--- src/rtl/ppi_map.svh ---
`ifndef PPI_MAP_SVH
`define PPI_MAP_SVH

// ----------------------------------------------------------------
// Clock and time base
// ----------------------------------------------------------------
`define PPI_CLK_NS 5
`define PPI_NS_PER_MS 1000000
`define PPI_CYC_PER_MS (`PPI_NS_PER_MS / `PPI_CLK_NS)

// ----------------------------------------------------------------
// Power sequencing and indicator timing, in milliseconds
// ----------------------------------------------------------------
`define PPI_ON_DLY_MS 9'h00a
`define PPI_BLINK_MS 9'h1f4
`define PPI_MS_ONE 9'h001

// ----------------------------------------------------------------
// Serial port and storage layout
// ----------------------------------------------------------------
`define PPI_I2C_ADDR 7'h50
`define PPI_EE_DEPTH 16
`define PPI_EE_AW 4
`define PPI_PTR_ONE 4'h1
`define PPI_BYTE_BITS 4'h8
`define PPI_LAST_BIT 4'h7
`define PPI_CNT_ONE 4'h1
`define PPI_MSB 7
`define PPI_NEXT_MSB 6

`endif

--- src/rtl/ppi_pkg.sv ---
`include "ppi_map.svh"

package ppi_pkg;

    // ------------------------------------------------------------
    // Main output sequencing states
    // ------------------------------------------------------------
    typedef enum logic [1:0] {
        PPI_OFF = 2'b00,
        PPI_WAIT = 2'b01,
        PPI_ON = 2'b10
    } ppi_pwr_t;

    // ------------------------------------------------------------
    // Serial slave states
    // ------------------------------------------------------------
    typedef enum logic [2:0] {
        PPI_I_IDLE = 3'b000,
        PPI_I_ADDR = 3'b001,
        PPI_I_ACKA = 3'b010,
        PPI_I_WR = 3'b011,
        PPI_I_ACKW = 3'b100,
        PPI_I_RD = 3'b101,
        PPI_I_ACKR = 3'b110
    } ppi_i2c_t;

    // Pin inputs, all asynchronous to sys_clk
    typedef struct packed {
        logic main_en_n;
        logic in_power_ok;
        logic over_voltage_trip;
        logic short_circuit_trip;
        logic over_current_trip;
        logic temp_high;
        logic temp_ok;
        logic fan_fail;
        logic under_voltage_trip;
        logic in_over_voltage;
        logic redundant;
        logic unit_in_fail;
        logic sec_rail_fault;
        logic standby_short;
        logic temp_warn;
        logic general_fail;
        logic scl;
        logic sda;
    } ppi_pins_t;

    // Whole state of the top module, less the synchroniser and tick divider flops
    typedef struct packed {
        ppi_pwr_t pst;
        logic [8:0] dly;
        logic prot_latch;
        logic otp;
        logic main_on;
        logic sb_on;
        logic [8:0] blink_cnt;
        logic blink;
        logic pwr_g;
        logic pwr_o;
        logic brd_g;
        logic buzz;
        logic ttl;
        logic alert_o;
        logic alert_oe;
        logic scl_d;
        logic sda_d;
        ppi_i2c_t ist;
        logic [3:0] cnt;
        logic [7:0] sh;
        logic rw;
        logic first;
        logic more;
        logic [`PPI_EE_AW-1:0] ptr;
        logic sda_oe;
        logic [`PPI_EE_DEPTH-1:0][7:0] mem;
    } ppi_state_t;

endpackage

--- src/rtl/ppi_sync.sv ---
`timescale 1ns/10ps

// ----------------------------------------------------------------
// Two-stage synchroniser for a bundle of pin levels
// ----------------------------------------------------------------
module ppi_sync #(
    parameter int W = 1
) (
    input wire logic sys_clk, // System clock
    input wire logic nrst, // Synchronous reset, active low
    input wire logic [W-1:0] d, // Asynchronous levels
    output logic [W-1:0] q // Synchronised levels
);

    logic [W-1:0] meta_r;

    // First stage feeds only the second stage
    always_ff @(posedge sys_clk)
    begin
        if (!nrst)
        begin
            meta_r <= '0;
            q <= '0;
        end
        else
        begin
            meta_r <= d;
            q <= meta_r;
        end
    end

endmodule // ppi_sync

--- src/rtl/ppi_tick.sv ---
`timescale 1ns/10ps

// ----------------------------------------------------------------
// Divider giving a one-cycle enable pulse every DIV cycles
// ----------------------------------------------------------------
module ppi_tick #(
    parameter int unsigned DIV = 200000
) (
    input wire logic sys_clk, // System clock
    input wire logic nrst, // Synchronous reset, active low
    output logic tick // One-cycle enable pulse
);

    localparam int W = (DIV > 1) ? $clog2(DIV) : 1;
    logic [W-1:0] cnt_r;

    // Free-running count, so the phase is arbitrary
    always_ff @(posedge sys_clk)
    begin
        if (!nrst)
        begin
            cnt_r <= '0;
            tick <= 1'h0;
        end
        else if (cnt_r == W'(DIV - 1))
        begin
            cnt_r <= '0;
            tick <= 1'h1;
        end
        else
        begin
            cnt_r <= cnt_r + W'(1);
            tick <= 1'h0;
        end
    end

endmodule // ppi_tick

--- src/rtl/ppi_top.sv ---
`timescale 1ns/10ps
`include "ppi_map.svh"

module ppi_top #(
    parameter int unsigned CYC_PER_MS = `PPI_CYC_PER_MS,
    parameter logic [6:0] DEV_ADDR = `PPI_I2C_ADDR
) (
    input wire logic sys_clk, // 200 MHz clock
    input wire logic nrst, // Synchronous reset, active low
    input wire ppi_pkg::ppi_pins_t pins, // Asynchronous pin inputs
    output logic main_on, // Main rails enabled
    output logic standby_rail_on, // Standby rail enabled
    output logic pwr_led_green, // Power LED green
    output logic pwr_led_orange, // Power LED orange
    output logic board_led_green, // Board LED green
    output logic buzzer, // Buzzer alarm
    output logic fault_ttl, // Optional fault line
    output logic alert_o, // Alert pin level when driven
    output logic alert_oe, // Alert pin drive enable
    output logic sda_o, // Serial data level when driven
    output logic sda_oe // Serial data drive enable
);

    // ------------------------------------------------------------
    // Input synchronisation and time base
    // ------------------------------------------------------------
    ppi_pkg::ppi_pins_t s;
    ppi_pkg::ppi_state_t q;
    ppi_pkg::ppi_state_t n;
    logic ms_tick;

    ppi_sync #(
        .W($bits(ppi_pkg::ppi_pins_t))
    ) u_sync (
        .sys_clk(sys_clk),
        .nrst(nrst),
        .d(pins),
        .q(s)
    );

    ppi_tick #(
        .DIV(CYC_PER_MS)
    ) u_tick (
        .sys_clk(sys_clk),
        .nrst(nrst),
        .tick(ms_tick)
    );

    // ------------------------------------------------------------
    // Derived conditions
    // ------------------------------------------------------------
    logic release_req;
    logic latch_trip;
    logic stop_main;
    logic sup_fault;
    logic in_fault;
    logic alert_ev;
    logic scl_rise;
    logic scl_fall;
    logic start_c;
    logic stop_c;

    // Host release or loss of input power frees the latch
    assign release_req = s.main_en_n | ~s.in_power_ok;
    // Faults that latch the main rails off
    assign latch_trip = s.over_voltage_trip | s.short_circuit_trip
        | s.over_current_trip;
    // Anything that keeps or forces the main rails off
    assign stop_main = release_req | q.prot_latch | latch_trip
        | q.otp | s.temp_high;
    // Faults of the supply itself
    assign sup_fault = s.over_voltage_trip | q.otp | s.fan_fail;
    assign in_fault = s.under_voltage_trip | s.in_over_voltage;
    // Events that report to the system on the alert line
    assign alert_ev = s.temp_warn | s.general_fail
        | s.over_current_trip | s.over_voltage_trip
        | in_fault | s.fan_fail;

    // Edges from the synchronised levels and their delayed copy
    assign scl_rise = s.scl & ~q.scl_d;
    assign scl_fall = ~s.scl & q.scl_d;
    assign start_c = s.scl & q.scl_d & q.sda_d & ~s.sda;
    assign stop_c = s.scl & q.scl_d & ~q.sda_d & s.sda;

    // ------------------------------------------------------------
    // Next-state logic
    // ------------------------------------------------------------
    always_comb
    begin
        n = q;
        n.scl_d = s.scl;
        n.sda_d = s.sda;

        // Set wins over release, so a live fault is never lost
        n.prot_latch = latch_trip
            | (q.prot_latch & ~release_req);

        // Trip above high mark, recover only below the low mark
        if (s.temp_high)
        begin
            n.otp = 1'h1;
        end
        else if (s.temp_ok)
        begin
            n.otp = 1'h0;
        end

        // Main rail sequencing
        case (q.pst)
            ppi_pkg::PPI_OFF:
            begin
                n.dly = '0;
                if (!stop_main)
                begin
                    n.pst = ppi_pkg::PPI_WAIT;
                end
            end
            ppi_pkg::PPI_WAIT:
            begin
                if (stop_main)
                begin
                    n.pst = ppi_pkg::PPI_OFF;
                end
                else if (ms_tick)
                begin
                    n.dly = q.dly + `PPI_MS_ONE;
                    // Tick phase is free, so the on delay lands between 9 and 10 ms
                    if (n.dly == `PPI_ON_DLY_MS)
                    begin
                        n.pst = ppi_pkg::PPI_ON;
                    end
                end
            end
            ppi_pkg::PPI_ON:
            begin
                if (stop_main)
                begin
                    n.pst = ppi_pkg::PPI_OFF;
                end
            end
            default:
            begin
                n.pst = ppi_pkg::PPI_OFF;
            end
        endcase
        n.main_on = (n.pst == ppi_pkg::PPI_ON);

        // Standby never latches; it follows the short directly
        n.sb_on = ~s.standby_short;

        // Blink phase, half period in milliseconds
        if (ms_tick)
        begin
            if (q.blink_cnt == (`PPI_BLINK_MS - `PPI_MS_ONE))
            begin
                n.blink_cnt = '0;
                n.blink = ~q.blink;
            end
            else
            begin
                n.blink_cnt = q.blink_cnt + `PPI_MS_ONE;
            end
        end

        // Indicator map, highest priority first; the next state is used
        // so the fault line and solid green never lag or lead main_on
        n.pwr_g = 1'h1;
        n.pwr_o = 1'h0;
        n.brd_g = 1'h1;
        n.buzz = 1'h0;
        n.ttl = 1'h0;
        if (in_fault)
        begin
            n.pwr_g = 1'h0;
            n.pwr_o = 1'h1;
            n.brd_g = 1'h0;
        end
        else if (s.redundant && s.unit_in_fail)
        begin
            n.pwr_g = 1'h0;
            n.pwr_o = 1'h1;
            n.brd_g = q.blink;
            n.buzz = 1'h1;
        end
        else if (sup_fault || (!s.redundant
            && (s.over_current_trip || q.prot_latch)))
        begin
            n.pwr_g = 1'h0;
            n.pwr_o = 1'h1;
            n.brd_g = q.blink;
            n.buzz = s.redundant;
        end
        else if (s.sec_rail_fault || s.over_current_trip
            || q.prot_latch)
        begin
            n.pwr_g = q.blink;
            n.brd_g = q.blink;
        end
        else if (n.pst != ppi_pkg::PPI_ON)
        begin
            n.pwr_g = q.blink;
            n.brd_g = q.blink;
        end
        else
        begin
            n.ttl = s.redundant;
        end

        // Alert is pulled low with the orange indicator
        n.alert_o = 1'h0;
        n.alert_oe = alert_ev | n.pwr_o;

        // Serial slave; clock is never driven here
        if (start_c)
        begin
            n.ist = ppi_pkg::PPI_I_ADDR;
            n.cnt = '0;
            n.sda_oe = 1'h0;
        end
        else if (stop_c)
        begin
            n.ist = ppi_pkg::PPI_I_IDLE;
            n.sda_oe = 1'h0;
        end
        else
        begin
            case (q.ist)
                ppi_pkg::PPI_I_IDLE:
                begin
                    n.sda_oe = 1'h0;
                end
                ppi_pkg::PPI_I_ADDR:
                begin
                    if (scl_rise)
                    begin
                        n.sh = {q.sh[`PPI_NEXT_MSB:0], s.sda};
                        n.cnt = q.cnt + `PPI_CNT_ONE;
                    end
                    else if (scl_fall && q.cnt == `PPI_BYTE_BITS)
                    begin
                        n.cnt = '0;
                        // Other addresses are left alone
                        if (q.sh[`PPI_MSB:1] == DEV_ADDR)
                        begin
                            n.rw = q.sh[0];
                            n.sda_oe = 1'h1;
                            n.ist = ppi_pkg::PPI_I_ACKA;
                        end
                        else
                        begin
                            n.ist = ppi_pkg::PPI_I_IDLE;
                        end
                    end
                end
                ppi_pkg::PPI_I_ACKA:
                begin
                    if (scl_fall && q.rw)
                    begin
                        n.sh = q.mem[q.ptr];
                        n.sda_oe = ~q.mem[q.ptr][`PPI_MSB];
                        n.cnt = '0;
                        n.ist = ppi_pkg::PPI_I_RD;
                    end
                    else if (scl_fall)
                    begin
                        n.sda_oe = 1'h0;
                        n.first = 1'h1;
                        n.cnt = '0;
                        n.ist = ppi_pkg::PPI_I_WR;
                    end
                end
                ppi_pkg::PPI_I_WR:
                begin
                    if (scl_rise)
                    begin
                        n.sh = {q.sh[`PPI_NEXT_MSB:0], s.sda};
                        n.cnt = q.cnt + `PPI_CNT_ONE;
                    end
                    else if (scl_fall && q.cnt == `PPI_BYTE_BITS)
                    begin
                        // First byte after the address is the pointer
                        if (q.first)
                        begin
                            n.ptr = q.sh[`PPI_EE_AW-1:0];
                        end
                        else
                        begin
                            n.mem[q.ptr] = q.sh;
                            n.ptr = q.ptr + `PPI_PTR_ONE;
                        end
                        n.first = 1'h0;
                        n.sda_oe = 1'h1;
                        n.ist = ppi_pkg::PPI_I_ACKW;
                    end
                end
                ppi_pkg::PPI_I_ACKW:
                begin
                    if (scl_fall)
                    begin
                        n.sda_oe = 1'h0;
                        n.cnt = '0;
                        n.ist = ppi_pkg::PPI_I_WR;
                    end
                end
                ppi_pkg::PPI_I_RD:
                begin
                    if (scl_fall && q.cnt == `PPI_LAST_BIT)
                    begin
                        n.sda_oe = 1'h0;
                        n.ptr = q.ptr + `PPI_PTR_ONE;
                        n.ist = ppi_pkg::PPI_I_ACKR;
                    end
                    else if (scl_fall)
                    begin
                        n.cnt = q.cnt + `PPI_CNT_ONE;
                        n.sh = {q.sh[`PPI_NEXT_MSB:0], 1'h0};
                        n.sda_oe = ~q.sh[`PPI_NEXT_MSB];
                    end
                end
                ppi_pkg::PPI_I_ACKR:
                begin
                    if (scl_rise)
                    begin
                        n.more = ~s.sda;
                    end
                    else if (scl_fall && q.more)
                    begin
                        n.sh = q.mem[q.ptr];
                        n.sda_oe = ~q.mem[q.ptr][`PPI_MSB];
                        n.cnt = '0;
                        n.ist = ppi_pkg::PPI_I_RD;
                    end
                    else if (scl_fall)
                    begin
                        n.ist = ppi_pkg::PPI_I_IDLE;
                    end
                end
                default:
                begin
                    n.ist = ppi_pkg::PPI_I_IDLE;
                    n.sda_oe = 1'h0;
                end
            endcase
        end
    end

    // ------------------------------------------------------------
    // State register
    // ------------------------------------------------------------
    // Storage is volatile flops and clears on reset
    always_ff @(posedge sys_clk)
    begin
        if (!nrst)
        begin
            q <= '0;
        end
        else
        begin
            q <= n;
        end
    end

    // ------------------------------------------------------------
    // Outputs, each straight from the state register except sda_o, tied low
    // ------------------------------------------------------------
    assign main_on = q.main_on;
    assign standby_rail_on = q.sb_on;
    assign pwr_led_green = q.pwr_g;
    assign pwr_led_orange = q.pwr_o;
    assign board_led_green = q.brd_g;
    assign buzzer = q.buzz;
    assign fault_ttl = q.ttl;
    assign alert_o = q.alert_o;
    assign alert_oe = q.alert_oe;
    assign sda_o = 1'h0;
    assign sda_oe = q.sda_oe;

endmodule // ppi_top

--- config.mk ---
export PLATFORM = sky130hd
export DESIGN_NAME = ppi_top
export DESIGN_NICKNAME = d
export VERILOG_FILES = /design/src/rtl/ppi_pkg.sv /design/src/rtl/ppi_sync.sv /design/src/rtl/ppi_tick.sv /design/src/rtl/ppi_top.sv
export VERILOG_INCLUDE_DIRS = /design/src /design/src/rtl
export SDC_FILE = /design/constraint.sdc
export NUM_CORES = 1
export LEC_CHECK = 0
export ABC_CLOCK_PERIOD_IN_PS = 1890
export BUFFER_PORTS_ARGS = -buffer_cell sky130_fd_sc_hd__buf_2
export CAP_MARGIN = 40
export CELL_PAD_IN_SITES_DETAIL_PLACEMENT = 1
export CELL_PAD_IN_SITES_GLOBAL_PLACEMENT = 1
export CORE_ASPECT_RATIO = 0.6
export CORE_MARGIN = 2
export CORE_UTILIZATION = 44
export DETAILED_ROUTE_END_ITERATION = 8
export PLACE_DENSITY_LB_ADDON = 0.25
export SYNTH_ARGS = -nofsm -noshare
export SYNTH_HDL_FRONTEND = slang
export SYNTH_SLANG_ARGS = --single-unit
--- constraint.sdc ---
create_clock -name sys_clk -period 1.89 [get_ports sys_clk]
set_input_delay 0 -clock sys_clk [delete_from_list [all_inputs] [get_ports sys_clk]]
set_output_delay 0 -clock sys_clk [all_outputs]
set_load 0.005 [all_outputs]
==> out/qor.yml, run 1 <==
outcome:
  run_status: "finished with violations"
  failed_checks: "setup timing"
floorplan:
  ioPinCount: 31
  std_cell_rows: 44
  fp.dieArea_sq_um: 25620
  y_dimension_of_the_die_um: 124.8
  core-area_sq_um: 24000
  die_width_um: 205.3
  initial_utilization: 0.4457
global_route:
  grt_start_max_net_pins: 149
  global_route_usage_over_all_layers: 0.2472
  global_route_wire_length_before_repair_um: 49980
  antenna_found_initial: 0
  gr-total-overflow: 0
  via_count_of_the_first_global_routing_pass: 8647
setup_path:
  cp.arrival_ps: 2380
  worst_ep_required_ps: 2290
  critical_path_class: "reg2reg"
  path_max_fanout: 8
  startpoint_type: "flip-flop"
  path_depth_of_the_worst_reg2reg_path: 8
  worst-r2r-setup-slack_ps: -80
  timing.critical_path.to_type: "flip-flop"
  timing.rr.start: "u_sync.q[1]"
cts:
  cts_buffers: 24
  clock_insertion_delay_worst_skew_ps: 550
  numClockSinks: 239
  cts-root-to-sink-buffers: 3
  cts.htree.levels: 1
  clkTransAtPathRegs_ps: 70
  tritoncts: "done"
  cts_root_buffer: "sky130_fd_sc_hd__clkbuf_16"
yosys:
  simple_gate_fraction_of_synth_area: 0.2025
  yosysWarningCount: 0
  main_combinational_cell_family_by_area_after_synthesis: "simple AND/OR/NAND/NOR gates"
  synth.ff_latch_count: 239
  syn-instance-count: 1114
  synth_top_area_cell: "sky130_fd_sc_hd__dfxtp_1"
  ys_top_cells_by_area: "sky130_fd_sc_hd__dfxtp_1 45%, sky130_fd_sc_hd__mux2i_1 17%, sky130_fd_sc_hd__nor2_1 7.0%"
  netlist-cell-type-count: 79
  ys_async_sr_fraction: 0
  synth-main-ff-cell: "sky130_fd_sc_hd__dfxtp_1"
  synth_xor_area_frac: 0.02211
  yosys.area.top_type_share: 0.4473
  post_synth_edffs: 0
  synthesis.area_sq_um: 10700
  synth-compound-area-share: 0.08947
  synth_adder_area_share: 0.01170
  avgSynthCellArea_sq_um: 9.603
  synthMuxAreaShare: 0.1887
  yosysSeqAreaShare: 0.4473
timing:
  setup_slack_ps: -84.52
  headroom_to_the_max_slew_limit: 0.4853
  rsz0062_at_grt: "yes"
  setup_viol_count_final: 76
  worst_slew_pin_slew_ps: 772.1
  min_period_over_period: 1.045
  max_clk_rate_mhz: 506.5
  clock-skew-final_ps: 26.26
  final_max_slew_viol_count: 0
  min_period_ps: 1975
  timing_hold_violations_final: 0
final_layout:
  layout.nets: 1260
  antenna-diode-count: 0
  layoutNonFillerInstCount: 1568
  final_cell_area_sq_um: 13210
  layout.cells.most_common: "sky130_fd_sc_hd__dfxtp_1"
  drive_gt1_frac: 0.2167
  fillerInstances: 2656
  area_delta_synth_final_pct: 23.50
  final_cell_mix: "229 x sky130_fd_sc_hd__dfxtp_1, 199 x sky130_fd_sc_hd__nor2_1, 181 x sky130_fd_sc_hd__mux2i_1"
pwr:
  relative_contribution_of_combinational_cells_to_total_power: 0.028
  vdd_drop_max_v: 0.0006433
  p_total_w: 0.01033
  cellPowerDensity_nw_per_um2: 782.2
  internal-power_w: 0.007994
  netSwitchingPower_w: 0.002340
  power.static_leakage_nw: 5.617
  clock_power_share: 0.477
  swShare: 0.2265
  pwr-share-seq: 0.495
placement:
  buffer_ports.inserted: 28
  dpl-instance-area_sq_um: 11890
  post-place-cells: 1501
  final_hpwl_from_detailed_placement_um: 20840
  place.gp.congestion: 0.9028
flow_run:
  cap_viol_max_count: 0
routing:
  post_drt_via_cell_ratio: 5.563
  dr.pass1.iters: 5
  wl_per_cell_um: 20.41
  route.vias.total: 8723
  first_iter_violations: 512
  ant_nets: 0
  wirelength_um: 32000
  route.detailed.drc: 0
hold_path:
  holdCritStartpoint: "pins[6]"
  whs_path_depth: 3
  min_path_type: "in2reg"
  whs_endpoint: "u_sync.meta_r[6]"
## routing by layer
layer  vias up  wire, um  track usage  share of wire
met1      4359     16680       0.3850           0.52
met5         -         0            0              0
met3        40      1412      0.03951          0.044
li1       4146         -            -              -
met2       178     13430       0.3591           0.42
met4         0       477      0.04190          0.015
## area by class of cell
class	count	area, sq um	area share
Multi-Input combinational cell	780	5773	0.4370
Clock buffer	32	670.6	0.05076
Clock inverter	10	132.6	0.01004
Sequential cell	239	4800	0.3633
Inverter	22	85.08	0.006440
Timing Repair Buffer	163	1348	0.1020
Tap cell	322	402.9	0.03050
## power groups by stage
stage | Clock, W | Combinational (W) | Sequential [W]
finish | 0.00493 | 0.000287 | 0.00512
global route | 0.00520 | 0.000314 | 0.00512
CTS | 0.00500 | 0.000270 | 0.00511
detailed placement | 0 | 0.000236 | 0.00522
global placement | 0 | 0.000233 | 0.00522
floorplan | 0 | 0.000141 | 0.00522
## critical path, cell delays in order, from the launching register on
cell                       delay (ps)
sky130_fd_sc_hd__dfxtp_2          340
sky130_fd_sc_hd__buf_6            120
sky130_fd_sc_hd__nand3b_1         220
sky130_fd_sc_hd__nor4_4           260
sky130_fd_sc_hd__buf_6            180
sky130_fd_sc_hd__buf_12           150
sky130_fd_sc_hd__nand3_4          200
sky130_fd_sc_hd__mux2i_2          290
sky130_fd_sc_hd__nor2_1            60
## cells in the mapped netlist, types with 7 or more instances
master and n:
sky130_fd_sc_hd__nand3_1 24, sky130_fd_sc_hd__ha_1 10, sky130_fd_sc_hd__and3_1 7, sky130_fd_sc_hd__inv_1 19, sky130_fd_sc_hd__xor2_1 9, sky130_fd_sc_hd__buf_2 12
sky130_fd_sc_hd__xnor2_1 18, sky130_fd_sc_hd__a311oi_1 8, sky130_fd_sc_hd__a32oi_1 7, sky130_fd_sc_hd__a21oi_1 26, sky130_fd_sc_hd__or3_1 8, sky130_fd_sc_hd__clkbuf_1 55
sky130_fd_sc_hd__nand4_1 9, sky130_fd_sc_hd__nand2b_1 12, sky130_fd_sc_hd__o21ai_0 21, sky130_fd_sc_hd__nor2_1 200, sky130_fd_sc_hd__nand3_4 10, sky130_fd_sc_hd__nand2_1 36
sky130_fd_sc_hd__mux2i_1 187, sky130_fd_sc_hd__a22oi_1 26, sky130_fd_sc_hd__nor3_1 16, sky130_fd_sc_hd__dfxtp_1 239, sky130_fd_sc_hd__and2_1 41
## worst max-delay path by stage
stage / cells after the start / startpoint / to / slack [ps]
after floorplan: 7 / q[150] / flip-flop / -60
after global placement: 8 / u_sync.q[1] / flip-flop / -110
after detailed placement: 8 / u_sync.q[1] / flip-flop / -90
after CTS: 7 / q[149] / flip-flop / -70
after global routing: 8 / u_sync.q[1] / flip-flop / -160
final: 8 / u_sync.q[1] / flip-flop / -80
## cells by family (layout without fill, tap and decap cells)
kind of cell / Yosys count / count (layout)
compound gates: 133 / 133
xor+xnor: 27 / 27
fa+ha+maj: 10 / 10
buf+inv: 96 / 227
flops: 239 / 239
mux: 194 / 194
other cells: 1 / 2
simple gates: 414 / 414
## through the flow
step / hold WS (ps) / setup TNS, ps / worst slack [ps] / util
global placement: 209.6 / -9755 / -108.5 / 0.4952
detailed placement: 212.6 / -5366 / -89.59 / 0.4952
floorplan: 127.3 / -6893 / -60.81 / -
finish: 199.4 / -1850 / -84.52 / 0.5504
CTS: 177.6 / -1804 / -70.32 / 0.5409
global route: 205.2 / -12900 / -163.8 / 0.5504
## what timing repair did
action                     CTS  global route
hold buffers                19             0
pin swaps                    8            16
setup endpoints to repair  164           180
hold endpoints to repair    36             0
gates cloned                 1             0
gates resized for setup     20            48
buffers inserted             1             4
Note: power is estimated with default switching activity, not from simulation.
==> inputs of run 2 (changes only) <==
- REMOVE_ABC_BUFFERS: default -> 1
==> out/qor.yml, run 2 (synthesized netlist as in run 1, its figures left out) <==
floorplan:
  ioPinCount: 31
  y_dimension_of_the_die_um: 124.8
  core-area_sq_um: 24000
  die_width_um: 205.3
  std_cell_rows: 44
  fp.dieArea_sq_um: 25620
  initial_utilization: 0.4457
final_layout:
  area_delta_synth_final_pct: 27.45
  fillerInstances: 2674
  postLayoutCoreUtil: 0.5680
  antenna-diode-count: 0
  seqCellArea_sq_um: 4802
  drive_gt1_frac: 0.2506
  layout.nets: 1285
  layout.cells.most_common: "sky130_fd_sc_hd__dfxtp_1"
  final_cell_mix: "229 x sky130_fd_sc_hd__dfxtp_1, 199 x sky130_fd_sc_hd__nor2_1, 178 x sky130_fd_sc_hd__mux2i_1"
  multi_input_comb_area_sq_um: 5928
setup_path:
  path_max_fanout: 8
  worst_path_most_repeated_cell: "sky130_fd_sc_hd__buf_12"
  startpoint_type: "flip-flop"
  path_cells: "buf_12 -> or3b_4 -> nor4_4 -> buf_6 -> buf_12 -> nand3_4 -> mux2i_2 -> nor2_1"
  critical_path_class: "reg2reg"
  crit_path_max_delay_family: "simple AND/OR/NAND/NOR gates"
  worst_ep_required_ps: 2310
  slowest_stage: "sky130_fd_sc_hd__or3b_4"
  timing.critical_path.to_type: "flip-flop"
  critical_path.max_stage_delay_ps: 370
  worst-path-buf-inv: 3
  cp.arrival_ps: 2430
outcome:
  failed_checks: "setup timing"
  run_status: "finished with violations"
hold_path:
  min_path_type: "in2reg"
global_route:
  via_count_of_the_first_global_routing_pass: 9202
  global_route_usage_over_all_layers: 0.2534
  gr-total-overflow: 0
  globalRouteMet3Util: 0.05050
  grt_start_max_net_pins: 98
  use_met1: 0.3811
  use_met2: 0.3812
  global_route_wire_length_before_repair_um: 51220
  grt-busiest-layer: "met2"
  antenna_found_initial: 0
routing:
  first_iter_violations: 524
  route.vias.total: 8898
  wl_per_cell_um: 20.73
  dr.pass1.iters: 5
  post_drt_via_cell_ratio: 5.579
  wirelength_um: 33060
  route.detailed.drc: 0
  ant_nets: 0
timing:
  rsz0062_at_grt: "yes"
  headroom_to_the_max_slew_limit: 0.5539
  min_period_ps: 2009
  finalSetupTns_ps: -5984
  final_max_slew_viol_count: 0
  min_period_over_period: 1.063
  timing_hold_violations_final: 0
  max_clk_rate_mhz: 497.8
  worst_slew_pin_slew_ps: 668.2
  setup_viol_count_final: 130
  clock-skew-final_ps: 30.63
  setup_slack_ps: -118.9
cts:
  clkTransAtPathRegs_ps: 70
  cts_buffers: 24
  cts-root-to-sink-buffers: 3
  numClockSinks: 239
  cts_root_buffer: "sky130_fd_sc_hd__clkbuf_16"
  clock_insertion_delay_worst_skew_ps: 550
  cts.htree.levels: 1
  tritoncts: "done"
flow_run:
  cap_viol_max_count: 0
pwr:
  vdd_drop_max_v: 0.0006152
  power.static_leakage_nw: 5.772
  cellPowerDensity_nw_per_um2: 772.4
placement:
  buffer_ports.inserted: 28
  final_hpwl_from_detailed_placement_um: 21270
  place.gp.congestion: 0.9158
==> run 2: cell type report <==
class,count,area share
multi-input combinational,780,0.4348
sequential,239,0.3522
timing repair buffer,188,0.1148
clock buffer,32,0.04992
tap,322,0.02955
clock inverter,12,0.01221
inverter,22,0.006516
==> run 2: what timing repair did <==
| item | 4_1_cts | 5_1_grt |
|---|---|---|
| resized for setup | 40 | 70 |
| endpoints found under the hold margin | 31 | 0 |
| cloned | 1 | 0 |
| setup endpoints to repair | 172 | 177 |
| pin swaps | 11 | 30 |
| hold buffers | 19 | 0 |
| buffers inserted | 5 | 8 |
==> run 2: report_power, final <==
part / internal, W / total, W / switching, W / leakage, nW
registers: 0.00508 / 0.00512 / 0.0000327 / 1.94
logic: 0.000132 / 0.000300 / 0.000168 / 3.41
clock network: 0.00297 / 0.00511 / 0.00214 / 0.417
==> run 2: stage by stage <==
step                      hold WS [ps]  setup slack [ps]  instances  total power, W  cell area (sq um)
after floorplan                  121.7             -1675       1041        0.005334              10380
after global placement           204.5            -73.45       1519        0.005467              12030
after detailed placement         210.5            -118.0       1519        0.005473              12030
after CTS                        175.3            -83.50       1587         0.01058              13270
after global routing             198.6            -190.2       1595         0.01085              13630
final                            194.3            -118.9       1595         0.01053              13630
==> run 2: layer usage <==
| metal | part of all wire | routed length [um] |
|---|---|---|
| met1 | 0.50 | 16370 |
| met2 | 0.43 | 14330 |
| met3 | 0.059 | 1960 |
| met4 | 0.012 | 399 |
| met5 | 0 | 0 |
==> run 2: worst min-delay path: stages <==
cell and delay, ps:
sky130_fd_sc_hd__dlygate4sd3_1 520, sky130_fd_sc_hd__buf_2 90, sky130_fd_sc_hd__and2_1 100
==> run 2: path summary, 6_finish.rpt <==
kind	end	slack, ps	from	cells after the start
worst max-delay path	flip-flop	-120	q[150]	8
worst min-delay path	u_sync.meta_r[15]	190	pins[15]	3
worst max register to register	flip-flop	-120	q[150]	8
worst min register to register	standby_rail_on	390	u_sync.q[4]	1
==> inputs of run 3 (changes only) <==
- ABC_CLOCK_PERIOD_IN_PS: 1890 -> 1800
- SKIP_CTS_REPAIR_TIMING: default -> 1
- clock period: 1.89 -> 1.8 ns (I/O delays scaled with it)
==> out/qor.yml, run 3 (synthesized netlist as in run 1, its figures left out) <==
final_layout:
  layoutNonFillerInstCount: 1612
  multi_input_comb_area_sq_um: 5989
  fillerInstances: 2653
  drive_gt1_frac: 0.2690
  seqCellArea_sq_um: 4813
  final_cell_area_sq_um: 13850
  final_cell_mix: "226 x sky130_fd_sc_hd__dfxtp_1, 197 x sky130_fd_sc_hd__nor2_1, 176 x sky130_fd_sc_hd__mux2i_1"
  antenna-diode-count: 0
  layout.nets: 1304
  area_delta_synth_final_pct: 29.46
  layout.cells.most_common: "sky130_fd_sc_hd__dfxtp_1"
cts:
  cts_buffers: 23
  cts.htree.levels: 1
  numClockSinks: 239
  cts_root_buffer: "sky130_fd_sc_hd__clkbuf_16"
  tritoncts: "done"
  clkTransAtPathRegs_ps: 70
  clock_insertion_delay_worst_skew_ps: 540
  cts-root-to-sink-buffers: 3
global_route:
  gr-total-overflow: 0
  antenna_found_initial: 0
  global_route_usage_over_all_layers: 0.2421
  global_route_wire_length_before_repair_um: 49320
  via_count_of_the_first_global_routing_pass: 8691
  grt_start_max_net_pins: 107
timing:
  max_clk_rate_mhz: 491.6
  rsz0062_at_grt: "yes"
  min_period_ps: 2034
  worst_slew_pin_slew_ps: 713.4
  headroom_to_the_max_slew_limit: 0.5226
  clock-skew-final_ps: 19.70
  setup_slack_ps: -234.3
  timing_hold_violations_final: 0
  hold_ws_ps: 222.1
  min_period_over_period: 1.130
  setup_viol_count_final: 152
  final_max_slew_viol_count: 0
floorplan:
  y_dimension_of_the_die_um: 124.8
  die_width_um: 205.3
  fp.dieArea_sq_um: 25620
  std_cell_rows: 44
  initial_utilization: 0.4457
  core-area_sq_um: 24000
  ioPinCount: 31
setup_path:
  cp.arrival_ps: 2430
  startpoint_type: "flip-flop"
  slowest_stage: "sky130_fd_sc_hd__or3b_4"
  worst_ep_required_ps: 2190
  timing.critical_path.to_type: "flip-flop"
  path_cells: "buf_6 -> or3b_4 -> nor4_4 -> buf_4 -> buf_12 -> nand3_4 -> mux2i_2 -> nor2_1"
  critical_path.max_stage_delay_ps: 380
  critical_path_class: "reg2reg"
  path_max_fanout: 8
placement:
  place_ws_ps: -244.0
  place.gp.congestion: 0.8470
  final_hpwl_from_detailed_placement_um: 21850
  dpl-instance-area_sq_um: 12200
  buffer_ports.inserted: 28
  post-place-cells: 1538
hold_path:
  min_path_type: "in2reg"
pwr:
  swShare: 0.2303
  internal-power_w: 0.008096
  cellPowerDensity_nw_per_um2: 759.5
  clock_power_share: 0.458
  pwr-share-seq: 0.510
  p_total_w: 0.01052
  vdd_drop_max_v: 0.0005217
  power.static_leakage_nw: 5.888
  netSwitchingPower_w: 0.002422
  relative_contribution_of_combinational_cells_to_total_power: 0.031
routing:
  ant_nets: 0
  route.vias.total: 9058
  first_iter_violations: 567
  wirelength_um: 34560
  dr.pass1.iters: 5
  wl_per_cell_um: 21.44
  post_drt_via_cell_ratio: 5.619
  route.detailed.drc: 0
outcome:
  failed_checks: "setup timing"
  run_status: "finished with violations"
flow_run:
  cap_viol_max_count: 0
==> run 3: cell count changes in the layout (fill, tap and decap cells not counted), sizes merged <==
cell and delta:
clkinv -1, buf +18, bufinv -2, inv +2
==> run 3: power by group through the flow <==
stage / clock [W] / sequential, W / combinational [W]
5_1_grt: 0.00511 / 0.00537 / 0.000358
3_3_place_gp: 0 / 0.00548 / 0.000261
4_1_cts: 0.00490 / 0.00537 / 0.000267
2_1_floorplan: 0 / 0.00548 / 0.000120
3_5_place_dp: 0 / 0.00549 / 0.000266
6_report: 0.00482 / 0.00537 / 0.000331
==> run 3: critical path: cells and delay by family (launching register included) <==
kind          cells  cell delay [ps]
mux               1              260
simple gates      4              780
flops             1              370
buf+inv           3              470
==> run 3: worst paths after layout <==
| kind | startpoint | endpoint | slack (ps) | cells after the start |
|---|---|---|---|---|
| max | q[150] | flip-flop | -230 | 8 |
| min | pins[9] | u_sync.meta_r[9] | 220 | 3 |
| max reg2reg | q[150] | flip-flop | -230 | 8 |
| min reg2reg | u_sync.q[4] | standby_rail_on | 410 | 1 |
==> run 3: routing by layer <==
metal | GRT usage | share of wire | vias to the layer above
li1 | - | - | 4235
met3 | 0.03297 | 0.048 | 47
met4 | 0.03851 | 0.016 | 0
met2 | 0.3428 | 0.44 | 228
met5 | 0 | 0 | -
met1 | 0.3890 | 0.50 | 4548
==> run 3: through the flow <==
stage          utilization  TNS (ps)
3_5_place_dp        0.5081    -25260
6_report            0.5770    -25250
5_1_grt             0.5770    -34770
3_3_place_gp        0.5077    -18660
4_1_cts             0.5384    -29990
2_1_floorplan            -   -264580
==> run 3: cell type report <==
| type | instances | share of cell area |
|---|---|---|
| Inverter | 22 | 0.006414 |
| Timing Repair Buffer | 208 | 0.1320 |
| Sequential cell | 239 | 0.3475 |
| Multi-Input combinational cell | 780 | 0.4325 |
| Tap cell | 322 | 0.02909 |
| Clock inverter | 11 | 0.007589 |
| Clock buffer | 30 | 0.04490 |
